## src/hdl/core_space_defs.svh

```systemverilog
`ifndef CORE_SPACE_DEFS_SVH
`define CORE_SPACE_DEFS_SVH

// data-space addresses
`define ADDR_POINTER_ONE 8'h80
`define ADDR_POINTER_TWO 8'h81
`define ADDR_SHORT_ONE 8'h82
`define ADDR_SHORT_TWO 8'h83
`define ADDR_WINDOW_PAGE 8'hc9
`define ADDR_ACCUMULATOR 8'hff
`define WINDOW_LO 8'h40
`define WINDOW_HI 8'h7f

// program-space vectors and user areas
`define VEC_RESET_LO 12'hffe
`define VEC_RESET_HI 12'hfff
`define VEC_NMI_LO 12'hffc
`define VEC_NMI_HI 12'hffd
`define VEC_IRQ_LO 12'hff0
`define VEC_IRQ_HI 12'hff7
`define USER_SMALL_LO 12'hba0
`define USER_LARGE_LO 12'h880
`define USER_HI 12'hf9f

// low option byte fields
`define OPT_PROTECT 7
`define OPT_OSC_TYPE 6
`define OPT_LO_ZERO 5
`define OPT_LO_ONE_A 4
`define OPT_NMI_PULL 3
`define OPT_LO_ONE_B 2
`define OPT_DOG_HW 1
`define OPT_GUARD_EN 0
// high option byte fields (bit numbers within the high byte)
`define OPT_STOP_OVR 1
`define OPT_LOW_SUPPLY 0
`define OPT_HI_ONE 2
`define OPT_HI_ZERO_MASK 8'hf8

// fixed values
`define WINDOW_BITS 6
`define PC_RESET 12'h000

`endif

```

## src/hdl/core_space_pkg.sv

```systemverilog
package core_space_pkg;

    // data-space access from the cpu core
    typedef struct packed {
        logic rd;
        logic wr;
        logic bitOp;
        logic [7:0] addr;
        logic [7:0] wdata;
    } data_req_t;

    // decoded option settings
    typedef struct packed {
        logic readoutLock;
        logic oscTypeSelect;
        logic nmiPullUp;
        logic dogHwActivation;
        logic oscGuardEn;
        logic stopPinOverride;
        logic lowSupplyResetEn;
    } option_cfg_t;

    // program-counter control from the sequencer
    typedef enum logic [2:0] {
        PC_HOLD,
        PC_INC,
        PC_LOAD,
        PC_RESET_VEC,
        PC_NMI_VEC,
        PC_IRQ_VEC
    } pc_op_t;

    typedef enum {
        OPT_IDLE,
        OPT_LOAD,
        OPT_RUN
    } opt_state_t;

endpackage

```

## src/hdl/option_loader.sv

```systemverilog
`timescale 1ns/1ns
`include "core_space_defs.svh"

// latches both option bytes once after each reset release
module option_loader (
    input wire logic clk, // core clock
    input wire logic rst, // async reset, high
    input wire logic [15:0] optionWord, // option storage output
    input wire logic programMode, // programming mode
    output core_space_pkg::option_cfg_t cfg, // decoded options
    output logic loaded // options applied
);
    typedef struct packed {
        core_space_pkg::opt_state_t st;
        logic [15:0] word;
    } ldr_state_t;

    ldr_state_t s_reg;
    ldr_state_t s_next;

    // capture at release, not under reset, so no port reaches an async load
    always_comb
    begin
        s_next = s_reg;
        unique case (s_reg.st)
            core_space_pkg::OPT_IDLE: s_next.st = core_space_pkg::OPT_LOAD;
            core_space_pkg::OPT_LOAD:
            begin
                s_next.word = optionWord;
                s_next.st = core_space_pkg::OPT_RUN;
            end
            core_space_pkg::OPT_RUN:
            begin
                // programmer writes are not seen until the next reset
                if (programMode)
                    s_next.word = s_reg.word;
            end
        endcase
    end

    always_ff @(posedge clk or posedge rst)
    begin
        if (rst)
            s_reg <= '{st: core_space_pkg::OPT_IDLE, word: 16'h0000};
        else
            s_reg <= s_next;
    end

    assign loaded = (s_reg.st == core_space_pkg::OPT_RUN);
    // reserved bits are ignored, only named fields decode
    assign cfg.readoutLock = s_reg.word[`OPT_PROTECT];
    assign cfg.oscTypeSelect = s_reg.word[`OPT_OSC_TYPE];
    assign cfg.nmiPullUp = s_reg.word[`OPT_NMI_PULL];
    assign cfg.dogHwActivation = s_reg.word[`OPT_DOG_HW];
    assign cfg.oscGuardEn = s_reg.word[`OPT_GUARD_EN];
    assign cfg.stopPinOverride = s_reg.word[8 + `OPT_STOP_OVR];
    assign cfg.lowSupplyResetEn = s_reg.word[8 + `OPT_LOW_SUPPLY];
endmodule

```

## src/hdl/core_data_space.sv

```systemverilog
`timescale 1ns/1ns
`include "core_space_defs.svh"

module core_data_space (
    input wire logic clk, // core clock
    input wire logic rst, // async reset, high
    input core_space_pkg::data_req_t dreq, // core data-space access
    output logic [7:0] rdata, // read data
    output logic hit, // address is owned here
    output logic [11:0] progAddr, // program memory address
    input wire logic [7:0] progData, // program memory byte
    input wire logic [1:0] sqDone, // unused upper sequencer tag
    input core_space_pkg::pc_op_t pcOp, // pc operation
    input wire logic [11:0] pcLoad, // pc load value
    output logic [11:0] pc, // program counter
    input wire logic largeVariant, // larger memory variant strap
    output logic userRange, // pc inside user area
    input wire logic [15:0] optionWord, // option storage
    input wire logic programMode, // programming mode
    input wire logic extRead, // programmer read request
    input wire logic [11:0] extAddr, // programmer read address
    output logic [7:0] extData, // programmer read data
    input wire logic nmiPin, // nmi pin level
    input wire logic dogActive, // watchdog running
    input wire logic stopReq, // stop instruction executing
    output logic stopAllowed, // stop may be entered
    input wire logic lowSupply, // supply below threshold
    output logic lowSupplyReset, // reset request from supply
    output core_space_pkg::option_cfg_t cfg, // applied options
    output logic windowWriteBlocked // bit op hit the window page
);
    typedef struct packed {
        logic [7:0] acc;
        logic [7:0] ptrOne;
        logic [7:0] ptrTwo;
        logic [7:0] shortOne;
        logic [7:0] shortTwo;
        logic [11:0] pc;
        logic [7:0] rdata;
        logic [7:0] extData;
        logic [1:0] nmiSync;
        logic [1:0] supplySync;
        logic [1:0] strapSync;
        logic variant;
        logic loadedSeen;
        logic bitOpSeen;
    } core_state_t;

    core_state_t s_reg;
    core_state_t s_next;
    logic [`WINDOW_BITS-1:0] windowPage_reg; // no reset on purpose
    logic optLoaded;

    option_loader option_loader_i (
        .clk(clk),
        .rst(rst),
        .optionWord(optionWord),
        .programMode(programMode),
        .cfg(cfg),
        .loaded(optLoaded)
    );

    function automatic logic inWindow(input logic [7:0] a);
        inWindow = (a >= `WINDOW_LO) && (a <= `WINDOW_HI);
    endfunction

    function automatic logic ownsAddr(input logic [7:0] a);
        ownsAddr = inWindow(a) || a == `ADDR_ACCUMULATOR || a == `ADDR_POINTER_ONE
            || a == `ADDR_POINTER_TWO || a == `ADDR_SHORT_ONE || a == `ADDR_SHORT_TWO
            || a == `ADDR_WINDOW_PAGE;
    endfunction

    // window page sits outside the reset struct so reset leaves it alone
    always_ff @(posedge clk)
    begin
        if (dreq.wr && !dreq.bitOp && dreq.addr == `ADDR_WINDOW_PAGE)
            windowPage_reg <= dreq.wdata[`WINDOW_BITS-1:0];
    end

    // program memory port shared by window reads and programmer readout
    always_comb
    begin
        if (dreq.rd && inWindow(dreq.addr))
            progAddr = {windowPage_reg, dreq.addr[5:0]};
        else if (extRead)
            progAddr = extAddr;
        else
            progAddr = s_reg.pc;
    end

    // data-space registers, pc and synchronisers
    always_comb
    begin
        s_next = s_reg;
        s_next.nmiSync = {s_reg.nmiSync[0], nmiPin};
        s_next.supplySync = {s_reg.supplySync[0], lowSupply};
        s_next.strapSync = {s_reg.strapSync[0], largeVariant};
        s_next.bitOpSeen = 1'b0;
        s_next.loadedSeen = optLoaded;
        // strap needs two edges to clear the synchroniser; keep sampling one edge past load
        if (!s_reg.loadedSeen)
            s_next.variant = s_reg.strapSync[1];
        // plain data locations, any mode may write
        if (dreq.wr)
        begin
            unique case (dreq.addr)
                `ADDR_ACCUMULATOR: s_next.acc = dreq.wdata;
                `ADDR_POINTER_ONE: s_next.ptrOne = dreq.wdata;
                `ADDR_POINTER_TWO: s_next.ptrTwo = dreq.wdata;
                `ADDR_SHORT_ONE: s_next.shortOne = dreq.wdata;
                `ADDR_SHORT_TWO: s_next.shortTwo = dreq.wdata;
                default: s_next.acc = s_reg.acc;
            endcase
            if (dreq.bitOp && dreq.addr == `ADDR_WINDOW_PAGE)
                s_next.bitOpSeen = 1'b1; // ignored, flagged only
        end
        // read data; write-only page reads as zero
        if (dreq.rd)
        begin
            unique case (dreq.addr)
                `ADDR_ACCUMULATOR: s_next.rdata = s_reg.acc;
                `ADDR_POINTER_ONE: s_next.rdata = s_reg.ptrOne;
                `ADDR_POINTER_TWO: s_next.rdata = s_reg.ptrTwo;
                `ADDR_SHORT_ONE: s_next.rdata = s_reg.shortOne;
                `ADDR_SHORT_TWO: s_next.rdata = s_reg.shortTwo;
                default: s_next.rdata = inWindow(dreq.addr) ? progData : 8'h00;
            endcase
        end
        // readout lock returns zero to the programmer
        if (extRead && !(dreq.rd && inWindow(dreq.addr)))
            s_next.extData = cfg.readoutLock ? 8'h00 : progData;
        // 12-bit pc wraps naturally over 4096 bytes
        unique case (pcOp)
            core_space_pkg::PC_HOLD: s_next.pc = s_reg.pc;
            core_space_pkg::PC_INC: s_next.pc = s_reg.pc + 12'h001;
            core_space_pkg::PC_LOAD: s_next.pc = pcLoad;
            core_space_pkg::PC_RESET_VEC: s_next.pc = `VEC_RESET_LO;
            core_space_pkg::PC_NMI_VEC: s_next.pc = `VEC_NMI_LO;
            core_space_pkg::PC_IRQ_VEC: s_next.pc = `VEC_IRQ_LO;
            default: s_next.pc = s_reg.pc;
        endcase
    end

    always_ff @(posedge clk or posedge rst)
    begin
        if (rst)
            s_reg <= '{acc: 8'h00, ptrOne: 8'h00, ptrTwo: 8'h00, shortOne: 8'h00,
                shortTwo: 8'h00, pc: `PC_RESET, rdata: 8'h00, extData: 8'h00,
                nmiSync: 2'h0, supplySync: 2'h0, strapSync: 2'h0, variant: 1'b0,
                loadedSeen: 1'b0, bitOpSeen: 1'b0};
        else
            s_reg <= s_next;
    end

    assign rdata = s_reg.rdata;
    assign extData = s_reg.extData;
    assign pc = s_reg.pc;
    assign hit = ownsAddr(dreq.addr);
    assign windowWriteBlocked = s_reg.bitOpSeen;

    // user area depends on the strapped variant
    assign userRange = (s_reg.pc <= `USER_HI) &&
        (s_reg.pc >= (s_reg.variant ? `USER_LARGE_LO : `USER_SMALL_LO));

    // stop gating: watchdog idle, or override with nmi held high
    assign stopAllowed = stopReq && optLoaded && (!dogActive ||
        (cfg.stopPinOverride && s_reg.nmiSync[1]));

    // supply monitor only resets when enabled
    assign lowSupplyReset = optLoaded && cfg.lowSupplyResetEn && s_reg.supplySync[1];
    // reach the clock, pad and watchdog blocks through cfg
endmodule

```

## config.mk

```make
export PLATFORM = sky130hd
export DESIGN_NAME = core_data_space
export DESIGN_NICKNAME = d
export VERILOG_FILES = /design/src/hdl/core_space_pkg.sv /design/src/hdl/option_loader.sv /design/src/hdl/core_data_space.sv
export VERILOG_INCLUDE_DIRS = /design/src /design/src/hdl
export SDC_FILE = /design/constraint.sdc
export NUM_CORES = 1
export LEC_CHECK = 0
export BUFFER_PORTS_ARGS = -buffer_cell sky130_fd_sc_hd__buf_4
export CORE_UTILIZATION = 50
export DETAILED_ROUTE_END_ITERATION = 12
export PLACE_DENSITY = 0.81
export RECOVER_POWER = 25
export REMOVE_ABC_BUFFERS = 1
export SLEW_MARGIN = 10
export SYNTH_ARGS = -nofsm -noshare
export SYNTH_HDL_FRONTEND = slang
export SYNTH_HIERARCHICAL = 1
export SYNTH_SLANG_ARGS = --single-unit
```

## constraint.sdc

```tcl
create_clock -name clk -period 6.3 [get_ports clk]
set_clock_uncertainty 0.2 [all_clocks]
set_input_delay 1.26 -clock clk [delete_from_list [all_inputs] [get_ports clk]]
set_output_delay 1.26 -clock clk [all_outputs]
set_load 0.02 [all_outputs]
```

[Word level (Yosys, flattened, before mapping)]
Index checks and enable logic that the tools add are counted.
Storage, ports and cells
  bits in registers: 125
  output and inout port bits: 52
  logic and storage cells: 75
Cells by class
  add/sub/neg operators: 1
  magnitude comparators: 4
  equality and inequality tests: 13
  multiplexer cells: 10
  reductions and logical operators: 30
Operators with widths (count)
  32-bit case mux with 2 select lines: 1
  12-bit case mux with 5 select lines: 1
  8-bit == test (second input constant): 6
  8-bit case mux with 5 select lines: 1
  32-bit by 1-bit == test with 1-bit output (second input constant): 1
  32-bit by 3-bit == test with 1-bit output (second input constant): 1
  32-bit logical NOT: 1
  12-bit two-way mux: 2
  8-bit two-way mux: 2
  12-bit by 1-bit adder with 12-bit output (second input constant): 1
  12-bit greater-or-equal comparator: 1
  12-bit less-or-equal comparator (second input constant): 1
  1-bit logical AND: 12
  10-bit two-way mux: 1
  2-bit AND reduction: 5
  8-bit by 7-bit greater-or-equal comparator with 1-bit output (second input constant): 1
  8-bit by 7-bit less-or-equal comparator with 1-bit output (second input constant): 1
  1-bit logical OR: 7
  3-bit by 2-bit == test with 1-bit output (second input constant): 2
  3-bit == test (second input constant): 2
  5-bit nonzero test: 1
  3-bit by 1-bit == test with 1-bit output (second input constant): 1
  1-bit logical NOT: 3
  1-bit two-way mux: 2
  2-bit nonzero test: 1

[Depth between registers and ports, before layout]
  depth in word-level cells: 8
  depth in mapped cells: 9
  mapped depth without buffers: 7

[Hierarchy]
Netlist, hierarchy kept.
By module, submodules not included
  core_data_space: instances 1, cells each 428, area each 4516.8 µm²
  option_loader: instances 1, cells each 29, area each 425.4 µm²

[Worst setup path before layout]
Ideal clock, no wire load.
  path type: input-to-output
  start: input port dreq[18] (netlist name)
  end: output port progAddr[10]
  arrival: 2.553 ns
  required time: 4.840 ns
  slack: 2.287 ns
  cell stages on the path: 6
  path through: buf_2 > nand2_1 > or2_2 > buf_2 > clkbuf_1 > a21oi_1
Between the ends
  cells in the longest elaborated chain, start to end: 2
Ends and longest elaborated chain
  from (decl): line core_data_space.sv:7  | input core_space_pkg::data_req_t dreq,
  1-bit logical AND: line core_data_space.sv:83  | if (dreq.rd && inWindow(dreq.addr))
  12-bit two-way mux: line core_data_space.sv:83
  to (decl): line core_data_space.sv:10  | output logic [11:0] progAddr,
No other way between the ends.

[Final worst setup path]
  start: input port dreq[9] (netlist name)
  end: output port hit
Between the ends
  cells in the longest elaborated chain, start to end: 8
  elaborated cells between the ends (all ways): 15
Ends and longest elaborated chain
  8-bit by 7-bit greater-or-equal comparator with 1-bit output (no source line) / 8-bit by 7-bit less-or-equal comparator with 1-bit output (equally long branches)
  1-bit logical AND: line core_data_space.sv:64  | inWindow = (a >= `WINDOW_LO) && (a <= `WINDOW_HI);
  1-bit logical OR (no source line) (5 in a row)
  1-bit logical OR (no source line) (*)
  to (decl): line core_data_space.sv:9  | output logic hit,
Mark *: on every way between the ends. The rest lies on a longest branch, timed or not.

==> results.tsv <==
metric	value	unit
status	completed	
synth-async-reset-ratio	93.5	%
drt_pass1_iterations	4	
layout-drive-gt1-share	35.0	%
num_antenna_cells	0	
hold_ws	0.159	ns
hold_path_depth	0	
hold_viol	0	
hp-class	register to register	
cts_tree	yes	
drc	0	
worst_setup_path_start_kind	input port	
setup_viol	0	
wire_per_inst	16.8	um
endpoint_kind	output port	
tns	0	ns
yosysTopAreaCellShare	43.5	%
vdd_drop_max	0.189	mV
fin_area	5760	um^2
largest_reg_flops	45	
dp_cells	648	
io-pin-count	133	
cts-root-buf	clkbuf_8	
antenna_found_initial	0	
cts.sinks	92	
utilization	61.2	%
num_rows	35	
htreeDepth	3	
yosys.area.top_type	dfrtp_1	
grt_max_degree	78	
holdBufCountCts	0	
dp_hpwl	8.31	mm
slew_headroom	34.7	%
gp_congestion	0.856	
die_h	101	um
place_area	5630	um^2
clk_latency	0.36	ns
finalCritPeriodShare	68.6	%
portBuffers	120	
r2r_cells	5	
reg2reg_slack	4.49	ns
clkTransAtPathRegs	0.09	ns
synth_seq_area_share	47.2	%
regToRegEndpoint	pc[9]$_DFFE_PP0P_	
netlist_instances	457	
power-per-cell-area	238	nW/um^2
cts_setup_buffers	0	
start_util	52.5	%
yosysWarnings	6	
final_common_cell	buf_4	
layout.cells.non_filler	664	
via_per_inst	5.42	
via_count	3600	
die_area	10300	um^2
cts_inserted_buffers	9	
synthTopCellsByArea	dfrtp_1, mux2_2, buf_4, a21oi_1, edfxtp_1	
cts_resized	0	
worstReg2RegStart	pc[2]$_DFFE_PP0P_	
rsz0062_at_grt	no	
required	4.84	ns
totalWireLength	11.1	mm
layout_common_cells	buf_4, dfrtp_1, mux2_2, a21oi_1, o21ai_0	
grt_pass1_vias	3496	
min-delay-start	s_next[6]$_DFF_PP0_	
drt_iter0_drc	130	
ys_ff_latch	92	
gr-usage-all-layers	22.3	%
worst-setup-path-type	input port to output port	
die_x	101	um
netlist_area	4940	um^2
cp_max_fo	15	
core-area	9420	um^2
slew_viol_final	0	
grt_overflow	0	
ant_nets	0	
maxCapViolCount	0	
nNetsFinal	617	
fin_crit	4.32	ns
synth_cell_types	48	
grt_pass1_wl	17.4	mm
holdPathEnd	s_reg[6]$_DFF_PP0_	
cp.arrival	2.86	ns
clockBufferDepth	2	
max_freq	232	MHz
synth_edf_count	6	
leakage	2.72	nW
synth_ff_type	dfrtp_1	
worstMarginPinSlew	0.979	ns
syn_area_per_cell	10.8	um^2
area_growth_syn_to_layout	16.6	%
area by class of cell:
class,instances,area (um^2)
tap,129,161
multi-input combinational,287,2130
timing repair buffer,121,878
clock buffer,9,124
clock inverter,7,62.6
inverter,19,71.3
sequential,92,2330
fill,788,3650
metrics by stage:
| stage | setup slack, ns | power [mW] |
|---|---|---|
| final | 1.98 | 1.37 |
| after global routing | 1.82 | 1.44 |
| after CTS | 2.16 | 1.39 |
| after detailed placement | 2.17 | 1.01 |
| after global placement | 2.21 | 0.999 |
| after floorplan | 2.60 | 0.854 |
synth_stat cells (2+ instances only):
library cell and instances:
a21o_1 3, nand2_2 2, o21ai_0 30, mux4_2 8, dfrtp_1 86, nand3_1 12
mux2_4 7, buf_1 2, a21oi_1 36, a31oi_1 3, and3_1 3, nand2_1 20
mux2_2 42, clkbuf_1 10, mux2i_1 12, o21a_1 3, nor2_1 28, nor3_1 9
nand2b_1 12, inv_1 19, and4_1 3, edfxtp_1 6, buf_2 9, o221ai_1 6
buf_4 37, nor2b_1 13, o2bb2ai_1 2, ha_1 6, o2bb2a_1 2, nand4_1 6
xnor2_1 3
where the power goes:
group	switching [mW]	leakage (nW)	internal, mW
Combinational	0.167	1.45	0.142
Sequential	0.0502	1.17	0.636
Clock	0.225	0.0988	0.154
logic make-up after synthesis:
family | Yosys count | synth area share [%]
muxes | 69 | 17.8
buffers and inverters | 78 | 9.11
AOI/OAI and AO/OA | 91 | 10.8
xor gates and xnor gates | 4 | 0.709
and+or+nand+nor | 117 | 12.9
DFF | 92 | 47.2
adders and majority gates | 6 | 1.52
critical path, stage by stage:
cell and delay [ns]:
clkbuf_1 0.34, or4_1 0.69, nand2_1 0.11, nand3_1 0.08, nand2_1 0.08, a21o_1 0.14
buf_4 0.15
worst max path at each step:
stage | start | to | slack, ns | depth (start not counted)
after floorplan | dreq[18] | progAddr[0] | 2.60 | 3
after global placement | dreq[18] | progAddr[6] | 2.21 | 5
after detailed placement | dreq[18] | progAddr[6] | 2.17 | 5
after CTS | dreq[18] | progAddr[6] | 2.16 | 5
after global routing | dreq[9] | hit | 1.82 | 7
final | dreq[9] | hit | 1.98 | 7
routing by layer:
layer / global-route usage [%] / up-vias / routed length [um]
met2: 37.7 / 107 / 5490
met5: 0 / - / 0
met1: 29.6 / 1748 / 4980
li1: - / 1736 / -
met4: 5.69 / 0 / 93
met3: 4.28 / 9 / 561
(Power assumes the default switching activity.)
